==> src/uppm_pkg.sv <==
// Constants for the serial/parallel power and mode configuration bank
package uppm_pkg;
  // ==========================================================
  // Register indexes
  localparam logic [7:0] IDX_SER_PWR = 8'h02;
  localparam logic [7:0] IDX_RSV_3 = 8'h03;
  localparam logic [7:0] IDX_PP_MISC = 8'h04;
  localparam logic [7:0] IDX_RSV_5 = 8'h05;
  localparam logic [7:0] IDX_RSV_6 = 8'h06;
  localparam logic [7:0] IDX_AUTO_PWR = 8'h07;
  localparam logic [7:0] IDX_RSV_8 = 8'h08;
  localparam logic [7:0] IDX_TEST4 = 8'h09;
  localparam logic [7:0] IDX_FIFO_THR = 8'h0a;
  localparam logic [7:0] IDX_RSV_11 = 8'h0b;
  // ==========================================================
  // Power-on reset values
  localparam logic [7:0] RST_SER_PWR = 8'h08;
  localparam logic [7:0] RST_PP_MISC = 8'h00;
  localparam logic [7:0] RST_AUTO_PWR = 8'h00;
  localparam logic [7:0] RST_TEST4 = 8'h00;
  localparam logic [7:0] RST_FIFO_THR = 8'h00;
  localparam logic [7:0] RST_INDEX = 8'h00;
  // ==========================================================
  // Writable bit masks, everything else reads zero
  localparam logic [7:0] MSK_SER_PWR = 8'h08;
  localparam logic [7:0] MSK_PP_MISC = 8'h53;
  localparam logic [7:0] MSK_AUTO_PWR = 8'h50;
  localparam logic [7:0] MSK_TEST4 = 8'hff;
  localparam logic [7:0] MSK_FIFO_THR = 8'h0f;
  // Bits cleared by a hard reset
  localparam logic [7:0] HRST_CLR_SER_PWR = 8'h80;
  localparam logic [7:0] HRST_CLR_AUTO_PWR = 8'hf0;
  localparam logic [7:0] HRST_CLR_FIFO_THR = 8'hc0;
  // ==========================================================
  // Field positions
  localparam int SER_PWR_ON_BIT = 3;
  localparam int PP_EXT_LSB = 0;
  localparam int MIDI_EN_BIT = 4;
  localparam int EPP_TYPE_BIT = 6;
  localparam int AUTO_PP_BIT = 4;
  localparam int AUTO_UART_BIT = 6;
  localparam int THR_LSB = 0;
  // ==========================================================
  // Extended parallel field and ECP control mode codes
  localparam logic [1:0] EXT_SPP = 2'h0;
  localparam logic [1:0] EXT_EPP_SPP = 2'h1;
  localparam logic [1:0] EXT_ECP = 2'h2;
  localparam logic [1:0] EXT_ECP_EPP = 2'h3;
  localparam logic [2:0] ECR_SPP = 3'h0;
  localparam logic [2:0] ECR_EPP = 3'h4;
  // Lowest base address that still decodes
  localparam logic [15:0] DECODE_MIN_BASE = 16'h0100;
  // ==========================================================
  // MIDI bit timing, 16 samples per bit
  localparam int CLK_HZ = 200000000;
  localparam int MIDI_BAUD_HZ = 31250;
  localparam int MIDI_OVERSAMPLE = 16;
  localparam int MIDI_DIV = CLK_HZ / (MIDI_BAUD_HZ * MIDI_OVERSAMPLE);
  localparam logic [8:0] MIDI_DIV_LAST = 9'(MIDI_DIV - 1);
  // Effective parallel port operation, one-hot
  typedef enum logic [3:0] {
    PP_PRINTER = 4'h1,
    PP_SPP = 4'h2,
    PP_EPP = 4'h4,
    PP_ECP = 4'h8
  } uppm_pp_op_t;
endpackage

==> src/uppm_config_regs.sv <==
// Serial/parallel power and mode configuration register bank
`timescale 1ns/1ps
// Overview of operation
// - Registers 02,04,07,09,0A answer only in config state with matching index.
// - Power-down never stops decoding; only a base below 100h does.
// - Powered-down device at a valid base stays in plug-and-play range checks.
// - Reserved indexes 03,05,06,08,0B and reserved bits read zero.
// - Extended field 00 SPP, 01 EPP+SPP, 10 ECP, 11 ECP+EPP; default 00.
// - ECP+EPP selection enters EPP when ECP control mode is 100.
// - ECP selections give standard parallel when ECP control mode is 000.
// - Misc bit 4 enables MIDI on the serial port; resets to zero.
// - MIDI enabled runs the serial port at 31.25 kilobaud within one percent.
// - Auto power bit 4 enables parallel auto power-down; default off.
// - Auto power bit 6 enables UART auto power-down; default off.
// - Hard reset clears auto power bits 7:4; power-on clears all.
// - Threshold bits 3:0 hold ECP FIFO threshold, 7:4 read zero, reset 00h.
// - Hard reset forces threshold bits 7:6 to 00, others kept.
// - Cleared lock bit blocks all config data reads and writes until reset; index writes still load.
// - Printer-mode bit high selects printer mode, low lets extended field govern.
module uppm_config_regs (
  // Clock and power-on reset
  input wire logic clk,
  input wire logic rst_b,
  // Hard reset pin, asynchronous to clk
  input wire logic hard_rst_b,
  // Configuration port, same clock
  input wire logic cfg_state,
  input wire logic index_wr,
  input wire logic data_wr,
  input wire logic data_rd,
  input wire logic [7:0] wdata,
  // Neighbouring register bits, same clock
  input wire logic config_access_lock_bit,
  input wire logic printer_mode,
  input wire logic [2:0] ecr_mode,
  // Programmed base addresses, same clock
  input wire logic [15:0] uart_base,
  input wire logic [15:0] pp_base,
  // Read port
  output logic [7:0] rdata,
  output logic rd_valid,
  output logic [7:0] config_index_register,
  // Serial port controls
  output logic uart_power_on,
  output logic midi_enable,
  output logic midi_tick,
  output logic uart_auto_pwr,
  output logic uart_decode_en,
  output logic uart_pnp_check,
  // Parallel port controls
  output logic [3:0] pp_op_mode,
  output logic epp_type_17,
  output logic pp_auto_pwr,
  output logic pp_decode_en,
  output logic pp_pnp_check,
  output logic [3:0] fifo_threshold,
  // Test bits
  output logic [7:0] test_bits
);

  // ==========================================================
  // Reset and hard reset synchronisers
  logic [1:0] rst_sync_q;
  logic rst_n;
  logic [1:0] hrst_sync_q;
  logic hard_rst;

  // Release reset through two flops
  always_ff @(posedge clk or negedge rst_b) begin
    if (!rst_b) begin
      rst_sync_q <= 2'h0;
    end else begin
      rst_sync_q <= {rst_sync_q[0], 1'b1};
    end
  end
  assign rst_n = rst_sync_q[1];

  // Hard reset pin is a level, two flops before use
  always_ff @(posedge clk or negedge rst_n) begin
    if (!rst_n) begin
      hrst_sync_q <= 2'h3;
    end else begin
      hrst_sync_q <= {hrst_sync_q[0], hard_rst_b};
    end
  end
  assign hard_rst = ~hrst_sync_q[1];

  // ==========================================================
  // Access qualification
  logic [7:0] index_q, index_d;
  logic access_ok;
  logic wr_en;
  logic rd_en;

  // Lock bit low shuts data reads and writes but not index loads, the owner re-arms it on reset
  assign access_ok = cfg_state & config_access_lock_bit;
  assign wr_en = access_ok & data_wr;
  assign rd_en = access_ok & data_rd;

  // Index register loads only in config state
  always_comb begin
    index_d = index_q;
    if (cfg_state && index_wr) begin
      index_d = wdata;
    end
  end

  always_ff @(posedge clk or negedge rst_n) begin
    if (!rst_n) begin
      index_q <= uppm_pkg::RST_INDEX;
    end else begin
      index_q <= index_d;
    end
  end

  // Index match for one register; state and lock qualification comes from wr_en
  function automatic logic hit(input logic [7:0] idx, input logic [7:0] sel);
    hit = (idx == sel);
  endfunction

  // ==========================================================
  // Register storage
  logic [7:0] ser_pwr_q, ser_pwr_d;
  logic [7:0] pp_misc_q, pp_misc_d;
  logic [7:0] auto_pwr_q, auto_pwr_d;
  logic [7:0] test4_q, test4_d;
  logic [7:0] fifo_thr_q, fifo_thr_d;

  // Masked writes keep reserved bits zero; hard reset wins over a write
  always_comb begin
    ser_pwr_d = ser_pwr_q;
    pp_misc_d = pp_misc_q;
    auto_pwr_d = auto_pwr_q;
    test4_d = test4_q;
    fifo_thr_d = fifo_thr_q;
    if (wr_en && hit(index_q, uppm_pkg::IDX_SER_PWR)) begin
      ser_pwr_d = wdata & uppm_pkg::MSK_SER_PWR;
    end
    if (wr_en && hit(index_q, uppm_pkg::IDX_PP_MISC)) begin
      pp_misc_d = wdata & uppm_pkg::MSK_PP_MISC;
    end
    if (wr_en && hit(index_q, uppm_pkg::IDX_AUTO_PWR)) begin
      auto_pwr_d = wdata & uppm_pkg::MSK_AUTO_PWR;
    end
    if (wr_en && hit(index_q, uppm_pkg::IDX_TEST4)) begin
      test4_d = wdata & uppm_pkg::MSK_TEST4;
    end
    if (wr_en && hit(index_q, uppm_pkg::IDX_FIFO_THR)) begin
      fifo_thr_d = wdata & uppm_pkg::MSK_FIFO_THR;
    end
    // Hard reset touches only its own bits
    if (hard_rst) begin
      ser_pwr_d = ser_pwr_d & ~uppm_pkg::HRST_CLR_SER_PWR;
      auto_pwr_d = auto_pwr_d & ~uppm_pkg::HRST_CLR_AUTO_PWR;
      fifo_thr_d = fifo_thr_d & ~uppm_pkg::HRST_CLR_FIFO_THR;
    end
  end

  // Power-on defaults
  always_ff @(posedge clk or negedge rst_n) begin
    if (!rst_n) begin
      ser_pwr_q <= uppm_pkg::RST_SER_PWR;
      pp_misc_q <= uppm_pkg::RST_PP_MISC;
      auto_pwr_q <= uppm_pkg::RST_AUTO_PWR;
      test4_q <= uppm_pkg::RST_TEST4;
      fifo_thr_q <= uppm_pkg::RST_FIFO_THR;
    end else begin
      ser_pwr_q <= ser_pwr_d;
      pp_misc_q <= pp_misc_d;
      auto_pwr_q <= auto_pwr_d;
      test4_q <= test4_d;
      fifo_thr_q <= fifo_thr_d;
    end
  end

  // ==========================================================
  // Read path
  logic [7:0] rdata_q, rdata_d;
  logic rd_valid_q, rd_valid_d;
  logic [7:0] read_mux;

  // Reserved and foreign indexes fall through to zero
  always_comb begin
    unique case (index_q)
      uppm_pkg::IDX_SER_PWR: read_mux = ser_pwr_q;
      uppm_pkg::IDX_PP_MISC: read_mux = pp_misc_q;
      uppm_pkg::IDX_AUTO_PWR: read_mux = auto_pwr_q;
      uppm_pkg::IDX_TEST4: read_mux = test4_q;
      uppm_pkg::IDX_FIFO_THR: read_mux = fifo_thr_q;
      default: read_mux = 8'h00;
    endcase
  end

  // Data stands until the next accepted read
  always_comb begin
    rdata_d = rdata_q;
    rd_valid_d = rd_en;
    if (rd_en) begin
      rdata_d = read_mux;
    end
  end

  always_ff @(posedge clk or negedge rst_n) begin
    if (!rst_n) begin
      rdata_q <= 8'h00;
      rd_valid_q <= 1'b0;
    end else begin
      rdata_q <= rdata_d;
      rd_valid_q <= rd_valid_d;
    end
  end

  // ==========================================================
  // Parallel port effective mode
  uppm_pkg::uppm_pp_op_t pp_op_q, pp_op_d;
  logic [1:0] ext_mode;

  assign ext_mode = pp_misc_q[uppm_pkg::PP_EXT_LSB +: 2];

  // Printer bit overrides; ECP control picks SPP in both ECP selections, EPP only in ECP+EPP
  always_comb begin
    pp_op_d = uppm_pkg::PP_SPP;
    if (printer_mode) begin
      pp_op_d = uppm_pkg::PP_PRINTER;
    end else begin
      unique case (ext_mode)
        uppm_pkg::EXT_SPP: pp_op_d = uppm_pkg::PP_SPP;
        uppm_pkg::EXT_EPP_SPP: pp_op_d = uppm_pkg::PP_EPP;
        uppm_pkg::EXT_ECP: begin
          if (ecr_mode == uppm_pkg::ECR_SPP) begin
            pp_op_d = uppm_pkg::PP_SPP;
          end else begin
            pp_op_d = uppm_pkg::PP_ECP;
          end
        end
        uppm_pkg::EXT_ECP_EPP: begin
          if (ecr_mode == uppm_pkg::ECR_SPP) begin
            pp_op_d = uppm_pkg::PP_SPP;
          end else if (ecr_mode == uppm_pkg::ECR_EPP) begin
            pp_op_d = uppm_pkg::PP_EPP;
          end else begin
            pp_op_d = uppm_pkg::PP_ECP;
          end
        end
      endcase
    end
  end

  always_ff @(posedge clk or negedge rst_n) begin
    if (!rst_n) begin
      pp_op_q <= uppm_pkg::PP_PRINTER;
    end else begin
      pp_op_q <= pp_op_d;
    end
  end

  // ==========================================================
  // Address decode and range check participation
  logic uart_dec_q, uart_dec_d;
  logic pp_dec_q, pp_dec_d;

  // Power-down bits are not looked at: only the base address gates decode
  always_comb begin
    uart_dec_d = (uart_base >= uppm_pkg::DECODE_MIN_BASE);
    pp_dec_d = (pp_base >= uppm_pkg::DECODE_MIN_BASE);
  end

  always_ff @(posedge clk or negedge rst_n) begin
    if (!rst_n) begin
      uart_dec_q <= 1'b0;
      pp_dec_q <= 1'b0;
    end else begin
      uart_dec_q <= uart_dec_d;
      pp_dec_q <= pp_dec_d;
    end
  end

  // ==========================================================
  // MIDI sample tick, 16 per bit at 31.25 kbaud
  logic [8:0] midi_cnt_q, midi_cnt_d;
  logic midi_tick_q, midi_tick_d;
  logic midi_run;

  // Exact divide from 200 MHz, so no rate error at all
  assign midi_run = pp_misc_q[uppm_pkg::MIDI_EN_BIT] & ser_pwr_q[uppm_pkg::SER_PWR_ON_BIT];

  always_comb begin
    midi_cnt_d = 9'h000;
    midi_tick_d = 1'b0;
    if (midi_run) begin
      if (midi_cnt_q == uppm_pkg::MIDI_DIV_LAST) begin
        midi_tick_d = 1'b1;
      end else begin
        midi_cnt_d = midi_cnt_q + 9'h001;
      end
    end
  end

  always_ff @(posedge clk or negedge rst_n) begin
    if (!rst_n) begin
      midi_cnt_q <= 9'h000;
      midi_tick_q <= 1'b0;
    end else begin
      midi_cnt_q <= midi_cnt_d;
      midi_tick_q <= midi_tick_d;
    end
  end

  // ==========================================================
  // Outputs, all from flops
  assign rdata = rdata_q;
  assign rd_valid = rd_valid_q;
  assign config_index_register = index_q;
  assign uart_power_on = ser_pwr_q[uppm_pkg::SER_PWR_ON_BIT];
  assign midi_enable = pp_misc_q[uppm_pkg::MIDI_EN_BIT];
  assign midi_tick = midi_tick_q;
  assign uart_auto_pwr = auto_pwr_q[uppm_pkg::AUTO_UART_BIT];
  assign uart_decode_en = uart_dec_q;
  assign uart_pnp_check = uart_dec_q;
  assign pp_op_mode = pp_op_q;
  assign epp_type_17 = pp_misc_q[uppm_pkg::EPP_TYPE_BIT];
  assign pp_auto_pwr = auto_pwr_q[uppm_pkg::AUTO_PP_BIT];
  assign pp_decode_en = pp_dec_q;
  assign pp_pnp_check = pp_dec_q;
  assign fifo_threshold = fifo_thr_q[uppm_pkg::THR_LSB +: 4];
  // Test bits exported as stored; host is expected to leave them zero
  assign test_bits = test4_q;

endmodule

==> config.mk <==
export PLATFORM = sky130hd
export DESIGN_NAME = uppm_config_regs
export DESIGN_NICKNAME = d
export VERILOG_FILES = /design/src/uppm_pkg.sv /design/src/uppm_config_regs.sv
export SDC_FILE = /design/constraint.sdc
export NUM_CORES = 1
export LEC_CHECK = 0
export ABC_AREA = 0
export BUFFER_PORTS_ARGS = -buffer_cell sky130_fd_sc_hd__buf_2
export CORE_ASPECT_RATIO = 1.4
export CORE_UTILIZATION = 40
export DETAILED_ROUTE_END_ITERATION = 16
export GPL_TIMING_DRIVEN = 0
export HOLD_SLACK_MARGIN = 0.03
export MAX_ROUTING_LAYER = met4
export PLACE_DENSITY = 0.68
export SYNTH_ARGS = -nofsm -noshare
export SYNTH_HDL_FRONTEND = slang
export SYNTH_SLANG_ARGS = --single-unit
==> constraint.sdc <==
create_clock -name clk -period 2.08 [get_ports clk]
set_clock_uncertainty 0.1 [all_clocks]
set_input_delay 0.52 -clock clk [delete_from_list [all_inputs] [get_ports clk]]
set_output_delay 0.52 -clock clk [all_outputs]
set_load 0.03 [all_outputs]
======== Yosys cells after proc, flatten, opt, wreduce, memory -nomap -nowiden ========
Index checks and enable logic that the tools add are counted.
storage, ports and cells
  RAM bits ................................ 0
  ROM bits ................................ 0
  bits in latches ......................... 0
  word-level logic and storage cells ...... 62
  output and inout bits ................... 43
  memories ................................ 0
  register bits after elaboration ......... 73
cells by class
  divide/modulo/power cells ............... 0
  shifts and indexed selects .............. 0
  mux-type cells .......................... 16
  bitwise logic cells ..................... 4
  equal/unequal tests ..................... 13
  $lt $le $gt $ge ......................... 2
  reduce and logical (&&, ||, !) cells .... 8
  multipliers ............................. 0
  add/subtract/negate cells ............... 1
operators by type and width
  operator                                                                number
  8-bit 2-to-1 mux                                                        6
  8-bit one-hot mux with 5 select lines                                   1
  16-bit by 9-bit >= comparator with 1-bit output, second input constant  2
  9-bit 2-to-1 mux                                                        2
  8-bit by 3-bit == test with 1-bit output, second input constant         2
  8-bit by 4-bit == test with 1-bit output, second input constant         2
  4-bit 2-to-1 mux                                                        4
  4-bit one-hot mux with 4 select lines                                   1
  9-bit by 1-bit adder with 9-bit output, second input constant           1
  9-bit == test, second input constant                                    1
  8-bit by 2-bit == test with 1-bit output, second input constant         1
  1-bit logical AND                                                       6
  2-bit by 1-bit != test with 1-bit output, second input constant         3
  1-bit AND                                                               4
  2-bit == test, second input constant                                    2
  3-bit == test, second input constant                                    1
  3-bit logical NOT                                                       1
  2-bit by 1-bit == test with 1-bit output, second input constant         1
  2-bit logical NOT                                                       1
  1-bit 2-to-1 mux                                                        2

======== Longest topological paths before layout ========
Gate-level depths: netlist of the first run.
  depth after elaboration ................. 5
  gate-level depth with buffers ........... 5
  depth with buffers taken out ............ 5

======== Worst setup path after synthesis of the first run ========
OpenSTA, ideal clock, no wires.
  kind .................................... register to register
  start ................................... register index_q[3] (netlist: config_index_register[3])
  end ..................................... register test4_q[0] (netlist: test_bits[0])
  stages on the path, launching flop included .. 6
  path slack .............................. 0.046 ns
  data required time ...................... 1.855 ns
  path buffers ............................ 1
  clock period less this slack ............ 2.034 ns
  arrival ................................. 1.810 ns
  path through ............................ dfrtp_1 clkbuf_1 and4bb_1 nand2_1 nor2_4 mux2_2
between the ends
  longest elaborated chain between the ends .. 2
ends and longest elaborated chain
  item                                      RTL line                 RTL
  start: declaration                        uppm_config_regs.sv:90   logic [7:0] index_q, index_d;
  start signal: assignment                  uppm_config_regs.sv:110  index_q <= uppm_pkg::RST_INDEX;
  start signal: assignment                  uppm_config_regs.sv:112  index_q <= index_d;
  8-bit by 4-bit == test with 1-bit output  uppm_config_regs.sv:118  hit = (idx == sel);
  1-bit logical AND                         uppm_config_regs.sv:145  if (wr_en && hit(index_q, uppm_pkg::IDX_TEST4)) begin
  end signal: assignment                    uppm_config_regs.sv:165  test4_q <= uppm_pkg::RST_TEST4;
  end signal: assignment                    uppm_config_regs.sv:171  test4_q <= test4_d;
  end: declaration                          uppm_config_regs.sv:126  logic [7:0] test4_q, test4_d;
Every way passes these cells.
A chain may end at the register's enable or synchronous reset.

======== Worst setup path after layout of the first run ========
  start ................................... register index_q[7] (netlist: config_index_register[7])
  end ..................................... register pp_misc_q[0]
between the ends
  longest elaborated chain between the ends .. 2
ends and longest elaborated chain
  item                                      RTL line                 RTL
  8-bit by 3-bit == test with 1-bit output  uppm_config_regs.sv:118
  1-bit logical AND                         uppm_config_regs.sv:139  if (wr_en && hit(index_q, uppm_pkg::IDX_PP_MISC)) begin
  end signal: assignment                    uppm_config_regs.sv:163  pp_misc_q <= uppm_pkg::RST_PP_MISC;
  end signal: assignment                    uppm_config_regs.sv:169  pp_misc_q <= pp_misc_d;
  end: declaration                          uppm_config_regs.sv:124  logic [7:0] pp_misc_q, pp_misc_d;
Every way passes these cells.

==> flow_metrics.env, run 1 <==
export IMPL_dpl_hpwl_um=3980
export IMPL_grt_max_degree=43
export IMPL_first_pass_iters=6
export IMPL_via_per_inst=5.19
export IMPL_area_growth_pct=26.6
export IMPL_power_frac_seq_pct=57.5
export IMPL_critPathArrivalTime_ns=2.12
export IMPL_grt_overflow=0
export IMPL_worstSkewPairLatency_ns=0.31
export IMPL_drc=0
export IMPL_p_int_mw=1.50
export IMPL_ios=95
export IMPL_synth_cells=196
export IMPL_power_switching_mw=0.610
export IMPL_crit_start="config_index_register[7]"
export IMPL_status="complete, no violations"
export IMPL_die_area_mm2=0.00631
export IMPL_regToRegStartpoint="config_index_register[7]"
export IMPL_cts_sinks=56
export IMPL_clock_fmax_mhz=494
export IMPL_drive_gt1_share_pct=45.6
export IMPL_path_max_fanout=4
export IMPL_finalNonFillerCells=353
export IMPL_drv_cap=0
export IMPL_placeableCoreArea_mm2=0.00582
export IMPL_gp_congestion=0.829
export IMPL_cts_tree="yes"
export IMPL_async_flop_share_pct=100
export IMPL_synth_seq_cells=56
export IMPL_antenna_found_initial=0
export IMPL_avgSynthCellArea_um2=12.2
export IMPL_first_iter_violations=104
export IMPL_yosysUniqueCellTypes=41
export IMPL_peakVddDrop_mv=0.381
export IMPL_r2r_end="pp_misc_q[0]"
export IMPL_syn_num_nets=249
export IMPL_fin_total_pwr_mw=2.11
export IMPL_path_class="flop to flop"
export IMPL_start_util_pct=41.2
export IMPL_cts_buffer_depth=2
export IMPL_start_kind="flop"
export IMPL_setup_violations=0
export IMPL_min_path_type="flop to async pin"
export IMPL_slew_viol_final=0
export IMPL_clkSlewWorstSetupHoldPaths_ns=0.10
export IMPL_finalHoldViolCount=0
export IMPL_r2r_cells=4
export IMPL_yosys_most_used_dff="dfrtp_1"
export IMPL_combPwrFrac_pct=15.2
export IMPL_h_tree_depth=2
export IMPL_cts_buffers=5
export IMPL_clock_root_buffer="clkbuf_8"
export IMPL_swShare_pct=28.9
export IMPL_grt_pass1_wl_um=8250
export IMPL_num_vias=1832
export IMPL_period_minus_slack_ns=2.02
export IMPL_layout_nets=335
export IMPL_synth_area_mm2=0.00240
export IMPL_die_w_um=67.4
export IMPL_yosysSeqAreaShare_pct=58.7
export IMPL_die_h_um=93.6
export IMPL_rrSetupSlack_ns=0.06
export IMPL_rows=33
export IMPL_power_leakage_nw=1.47
export IMPL_diodes=0
export IMPL_layout_setup_ws_ns=0.0577
export IMPL_grt_pass1_vias=1724
export IMPL_wirelength_um=5220
export IMPL_port_buffers=78
export IMPL_wire_per_inst_um=14.8
export IMPL_dp_slack_ns=-0.222
export IMPL_dp_cells=345
export IMPL_power_share_clock_pct=27.4
export IMPL_fin_crit_sh_pct=97.2
export IMPL_cp_required_ns=2.18
export IMPL_cp_end_kind="flop"
export IMPL_synth_edf_count=0
export IMPL_track_usage_pct=18.1
export IMPL_yosysWarnings=0
export IMPL_drtAntennaViolNets=0
export IMPL_powerDensity_mw_per_mm2=697
per-layer routing:
layer / GRT usage (%) / share of wire, %
met5: - / 0
met4: 5.50 / 1.3
met3: 3.17 / 3.6
met2: 31.4 / 55
met1: 20.9 / 40
state kept, by name, indices dropped and copies added, names as in the netlist, 2 cells and up:
name / flops
config_index_register: 8
pp_misc_q: 4
auto_pwr_q: 2
rst_sync_q: 2
midi_cnt_q: 9
fifo_thr_q: 4
hrst_sync_q: 2
pp_op_mode: 4
test_bits: 8
rdata: 8
cell type report:
class,count,area [um2]
buffer,3,20.0
clock buffer,7,76.3
clock inverter,1,5.00
fill,539,2790
inverter,3,11.3
multi-input combinational,132,985
sequential,56,1410
tap,70,87.6
timing repair buffer,81,440
cell usage after synthesis, types with 2 or more instances:
cell type,n,area (um2)
and3_1,2,12.5
a222oi_1,2,20.0
clkbuf_1,2,7.51
dfrtp_1,52,1300
nor4b_2,2,30.0
nand3_1,6,30.0
nand2_1,21,78.8
nor3_1,4,20.0
a22oi_1,2,15.0
inv_1,3,11.3
nand4b_1,3,26.3
dfstp_2,4,105
buf_4,2,15.0
mux2i_1,3,30.0
xnor2_1,6,52.6
nor2_1,17,63.8
mux2_2,25,282
nand2b_1,4,25.0
nor2b_1,2,12.5
nor4_1,5,31.3
o21ai_0,9,45.0
worst max path at each step:
stage	cells after the start	slack (ns)	endpoint
final	4	0.06	pp_misc_q[0]
after global routing	4	-0.01	pp_misc_q[6]
after CTS	6	0.03	test_bits[6]
after detailed placement	4	-0.22	test_bits[4]
after global placement	0	-0.29	test_bits[7]
after floorplan	5	0.05	test_bits[0]
placed cells by master, fill, tap and decap left out, drive strengths merged, types with 2 or more instances in the layout:
cell / count
o21ai: 9
nor3: 5
nor4: 5
nand2b: 4
a222oi: 2
buf: 82
nor4b: 2
and3: 2
a22oi: 2
nor2b: 2
mux2i: 3
nand4b: 3
mux2: 25
nand2: 21
nand4: 2
xnor2: 6
dfrtp: 52
dfstp: 4
nor2: 18
clkbuf: 8
inv: 3
nand3: 6
per-stage QoR:
step	setup TNS [ns]	hold WS (ns)	util (%)	cell area, um2
2_1_floorplan	0	0.124	-	2400
3_3_place_gp	-16.27	0.209	49.4	2870
3_5_place_dp	-2.08	0.0656	49.7	2900
4_1_cts	0	0.0741	51.8	3020
5_1_grt	-0.0218	0.0917	52.1	3030
6_report	0	0.0595	52.1	3030
power groups by stage:
| stage | combinational [mW] | sequential (mW) | clock, mW |
|---|---|---|---|
| floorplan | 0.112 | 1.30 | 0 |
| global placement | 0.306 | 1.22 | 0 |
| detailed placement | 0.333 | 1.21 | 0 |
| CTS | 0.330 | 1.20 | 0.594 |
| global route | 0.343 | 1.22 | 0.641 |
| finish | 0.320 | 1.21 | 0.579 |
cells by family (layout without fill, tap and decap cells):
logic type	after synthesis	after routing	share of synthesized area, %
xor gates and xnor gates	7	7	2.56
buffers and inverters	8	95	1.62
and+or+nand+nor	75	75	17.8
other	1	1	0.157
muxes	28	28	13.0
DFF	56	56	58.7
adders and majority gates	1	1	0.522
AOI/OAI and AO/OA	20	20	5.64
worst max-delay path, cell delays in order (launching register included):
cell,delay (ns)
dfrtp_1,0.46
or4_4,0.61
nor2_1,0.14
and2_2,0.24
mux2_2,0.35
timing repair:
action | 4_1_cts | 5_1_grt
pin swaps | 1 | 1
resized for setup | 4 | 5
hold buffers | 1 | 0
setup buffers | 1 | 0
hold endpoints to repair | 2 | 0
setup endpoints to repair | 12 | 19
(Power assumes the default switching activity.)
==> inputs of run 2 (changes only) <==
--- a/config.mk
+++ b/config.mk
@@ -8,12 +8,12 @@
 export ABC_AREA = 0
 export BUFFER_PORTS_ARGS = -buffer_cell sky130_fd_sc_hd__buf_2
 export CORE_ASPECT_RATIO = 1.4
-export CORE_UTILIZATION = 40
+export CORE_UTILIZATION = 48
 export DETAILED_ROUTE_END_ITERATION = 16
 export GPL_TIMING_DRIVEN = 0
 export HOLD_SLACK_MARGIN = 0.03
 export MAX_ROUTING_LAYER = met4
-export PLACE_DENSITY = 0.68
+export PLACE_DENSITY = 0.79
 export SYNTH_ARGS = -nofsm -noshare
 export SYNTH_HDL_FRONTEND = slang
 export SYNTH_SLANG_ARGS = --single-unit
==> flow_metrics.env, run 2 (synthesized netlist as in run 1, its figures left out) <==
export IMPL_status="complete, no violations"
export IMPL_drtAntennaViolNets=0
export IMPL_finalNonFillerCells=347
export IMPL_cts_sinks=56
export IMPL_grt_max_degree=43
export IMPL_area_growth_pct=25.8
export IMPL_track_usage_pct=21.4
export IMPL_route_met2_wl_um=2620
export IMPL_via_per_inst=5.39
export IMPL_first_iter_violations=51
export IMPL_rsz0062_at_grt="no"
export IMPL_clkSlewWorstSetupHoldPaths_ns=0.09
export IMPL_grt_pass1_vias=1772
export IMPL_postLayoutCoreUtil_pct=62.7
export IMPL_die_w_um=61.7
export IMPL_min_path_type="flop to async pin"
export IMPL_gp_congestion=0.880
export IMPL_fin_crit_sh_pct=96.8
export IMPL_period_minus_slack_ns=2.01
export IMPL_cp_end_kind="flop"
export IMPL_dp_cells=339
export IMPL_rows=30
export IMPL_antenna_found_initial=0
export IMPL_start_kind="flop"
export IMPL_grt_pass1_wl_um=8110
export IMPL_start_util_pct=49.9
export IMPL_cts_tree="yes"
export IMPL_diodes=0
export IMPL_port_buffers=78
export IMPL_worst_slew_pin_slew_ns=0.588
export IMPL_relSlewSlack_pct=60.3
export IMPL_setup_violations=0
export IMPL_powerDensity_mw_per_mm2=708
export IMPL_drc=0
export IMPL_crit_slowest_cell="dfrtp_1"
export IMPL_cts_buffers=5
export IMPL_clock_root_buffer="clkbuf_8"
export IMPL_h_tree_depth=2
export IMPL_placed_area_mm2=0.00289
export IMPL_wl_met1_um=2110
export IMPL_peakVddDrop_mv=0.413
export IMPL_regToRegStartpoint="config_index_register[2]"
export IMPL_dr_max_layer_used="met4"
export IMPL_slew_viol_final=0
export IMPL_die_h_um=85.6
export IMPL_drv_cap=0
export IMPL_wire_per_inst_um=14.5
export IMPL_path_max_fanout=10
export IMPL_crit_start="config_index_register[2]"
export IMPL_largest_reg_flops=9
export IMPL_met3_length_um=214
export IMPL_top_register="midi_cnt_q"
export IMPL_drive_gt1_share_pct=45.6
export IMPL_critPathArrivalTime_ns=2.11
export IMPL_die_area_mm2=0.00528
export IMPL_placeableCoreArea_mm2=0.00480
export IMPL_worstSkewPairLatency_ns=0.31
export IMPL_ios=95
export IMPL_finalHoldViolCount=0
export IMPL_wirelength_um=5040
export IMPL_layout_nets=335
export IMPL_path_class="flop to flop"
export IMPL_cp_required_ns=2.18
export IMPL_final_common_cell="buf_2"
export IMPL_clock_fmax_mhz=497
export IMPL_finalInstanceArea_mm2=0.00301
export IMPL_cts_buffer_depth=2
export IMPL_final_cell_mix="buf_2, dfrtp_1, mux2_2"
export IMPL_first_pass_iters=4
export IMPL_dpl_hpwl_um=3880
export IMPL_slowest_delay_ns=0.39
export IMPL_grt_overflow=0
export IMPL_path_cells="clkbuf_2 -> and4bb_2 -> nand2_1 -> nor2_4 -> mux2_2"
export IMPL_num_vias=1869
export IMPL_power_leakage_nw=1.47
==> run 2: final timing paths <==
path                                   to  slack [ns]  cells after the start
hold reg to reg              pp_misc_q[1]        0.06                      0
setup / recovery             test_bits[0]        0.07                      5
hold / removal               pp_misc_q[1]        0.06                      0
min in group clk           hrst_sync_q[0]        0.21                      1
setup reg to reg             test_bits[0]        0.07                      5
max in group asynchronous  hrst_sync_q[1]        1.24                      1
==> run 2: area by class of cell <==
type | count | area (um2)
Sequential cell | 56 | 1410
Clock buffer | 8 | 90.1
Timing Repair Buffer | 81 | 428
Fill cell | 424 | 1790
Buffer | 3 | 20.0
Tap cell | 64 | 80.1
Multi-Input combinational cell | 132 | 976
Inverter | 3 | 11.3
==> run 2: stage by stage <==
step           worst slack, ns  setup TNS, ns  total power [mW]  hold WS [ns]
3_5_place_dp            -0.161          -1.57              1.54        0.0664
3_3_place_gp            -0.246         -13.89              1.53         0.207
6_report                0.0669              0              2.13        0.0586
5_1_grt                0.00825              0              2.23        0.0896
4_1_cts               0.000772              0              2.14        0.0730
2_1_floorplan           0.0456              0              1.41         0.124
==> run 2: critical path, delay by kind of cell, from the launching register on <==
kind | cells | cell delay [ns]
buffers and inverters | 1 | 0.19
DFF | 1 | 0.39
muxes | 1 | 0.38
and+or+nand+nor | 3 | 0.85
==> run 2: repair_timing <==
item / 4_1_cts / 5_1_grt
hold buffers: 1 / 0
resized for setup: 4 / 3
setup buffers: 0 / 1
setup endpoints to repair: 12 / 19
endpoints found under the hold margin: 2 / 0
cloned: 0 / 0
pin swaps: 0 / 2
==> run 2: power breakdown <==
part           switching (mW)  internal [mW]  total [mW]
clock                   0.325          0.272       0.597
sequential             0.0749           1.14        1.22
combinational           0.195          0.125       0.320
==> run 2: per-layer routing <==
layer | GRT usage (%) | vias up
met5 | - | -
met4 | 6.26 | 0
met3 | 4.68 | 11
met2 | 34.5 | 64
met1 | 26.5 | 920
li1 | - | 874
==> inputs of run 3 (changes only) <==
--- a/config.mk
+++ b/config.mk
@@ -10,9 +10,7 @@
 export CORE_ASPECT_RATIO = 1.4
 export CORE_UTILIZATION = 48
 export DETAILED_ROUTE_END_ITERATION = 16
-export GPL_TIMING_DRIVEN = 0
 export HOLD_SLACK_MARGIN = 0.03
-export MAX_ROUTING_LAYER = met4
 export PLACE_DENSITY = 0.79
 export SYNTH_ARGS = -nofsm -noshare
 export SYNTH_HDL_FRONTEND = slang
==> flow_metrics.env, run 3 (synthesized netlist as in run 1, its figures left out) <==
export IMPL_port_buffers=78
export IMPL_drive_gt1_share_pct=45.3
export IMPL_slew_viol_final=0
export IMPL_rrSetupSlack_ns=0.07
export IMPL_clkSlewWorstSetupHoldPaths_ns=0.08
export IMPL_dp_cells=343
export IMPL_layout_nets=341
export IMPL_cp_required_ns=2.17
export IMPL_setup_tns_ns=0
export IMPL_drv_cap=0
export IMPL_rows=30
export IMPL_wire_per_inst_um=14.2
export IMPL_rsz0062_at_grt="no"
export IMPL_regToRegStartpoint="config_index_register[7]"
export IMPL_path_max_fanout=4
export IMPL_wirelength_um=5020
export IMPL_cp_end_kind="flop"
export IMPL_final_cell_mix="buf_2, dfrtp_1, mux2_2"
export IMPL_h_tree_depth=2
export IMPL_area_growth_pct=26.5
export IMPL_period_minus_slack_ns=2.01
export IMPL_r2r_end="pp_misc_q[1]"
export IMPL_die_area_mm2=0.00528
export IMPL_largest_reg_flops=9
export IMPL_placed_area_mm2=0.00292
export IMPL_final_common_cell="buf_2"
export IMPL_via_per_inst=5.30
export IMPL_status="complete, no violations"
export IMPL_first_iter_violations=47
export IMPL_grt_pass1_vias=1776
export IMPL_clock_fmax_mhz=498
export IMPL_drc=0
export IMPL_grt_overflow=0
export IMPL_placeableCoreArea_mm2=0.00480
export IMPL_layout_setup_ws_ns=0.0731
export IMPL_die_w_um=61.7
export IMPL_die_h_um=85.6
export IMPL_finalNonFillerCells=353
export IMPL_cts_sinks=56
export IMPL_clock_root_buffer="clkbuf_8"
export IMPL_fin_total_pwr_mw=2.13
export IMPL_setup_violations=0
export IMPL_cts_buffer_depth=2
export IMPL_path_class="flop to flop"
export IMPL_postLayoutCoreUtil_pct=63.1
export IMPL_start_util_pct=49.9
export IMPL_r2r_cells=4
export IMPL_grt_max_degree=28
export IMPL_cts_buffers=5
export IMPL_dp_slack_ns=0.0306
export IMPL_num_vias=1870
export IMPL_antenna_found_initial=0
export IMPL_gp_congestion=0.873
export IMPL_track_usage_pct=20.4
export IMPL_worstSkewPairLatency_ns=0.30
export IMPL_critPathArrivalTime_ns=2.10
export IMPL_power_leakage_nw=1.49
export IMPL_finalInstanceArea_mm2=0.00303
export IMPL_cts_tree="yes"
export IMPL_min_path_type="flop to async pin"
export IMPL_peakVddDrop_mv=0.536
export IMPL_top_register="midi_cnt_q"
export IMPL_hold_slack_ns=0.183
export IMPL_powerDensity_mw_per_mm2=701
export IMPL_grt_pass1_wl_um=7890
export IMPL_diodes=0
export IMPL_start_kind="flop"
export IMPL_finalHoldViolCount=0
export IMPL_drtAntennaViolNets=0
export IMPL_dpl_hpwl_um=4000
export IMPL_first_pass_iters=4
export IMPL_ios=95
export IMPL_fin_crit_sh_pct=96.5
## run 3: repair_timing
action | in CTS | in global routing
gates resized for setup | 0 | 3
hold buffers | 2 | 0
endpoints found under the hold margin | 4 | 0
buffers inserted | 0 | 0
setup endpoints to repair | 0 | 13
## run 3: cell type report
class | count | area, um2
clock buffers | 8 | 90.1
fillers | 438 | 1770
inverters | 3 | 11.3
multi-input cells | 132 | 957
flip-flops and latches | 56 | 1410
well taps | 64 | 80.1
repair buffers | 90 | 485
## run 3: critical path, stage by stage, from the launching register on
cell and delay, ns:
dfrtp_1 0.43, or4_4 0.59, nor2_1 0.14, and2_1 0.28, mux2_2 0.36
## run 3: how the worst max path moves through the flow
stage	startpoint	endpoint	depth (start not counted)
6_report	config_index_register[7]	pp_misc_q[1]	4
5_1_grt	config_index_register[7]	pp_misc_q[1]	4
4_1_cts	config_index_register[7]	pp_misc_q[1]	4
3_5_place_dp	config_index_register[7]	pp_misc_q[1]	4
3_3_place_gp	config_index_register[7]	pp_misc_q[0]	4
2_1_floorplan	config_index_register[3]	test_bits[0]	5
## run 3: per-layer routing
layer | part of all wire (%) | track usage (%)
met1 | 39 | 23.3
met2 | 55 | 36.0
met3 | 4.7 | 5.58
met4 | 1.3 | 5.86
met5 | 0 | 0
## run 3: power breakdown
group,internal [mW],switching [mW],leakage [nW],total (mW)
combinational,0.135,0.203,0.719,0.338
sequential,1.14,0.0596,0.729,1.20
clock,0.272,0.315,0.0455,0.587
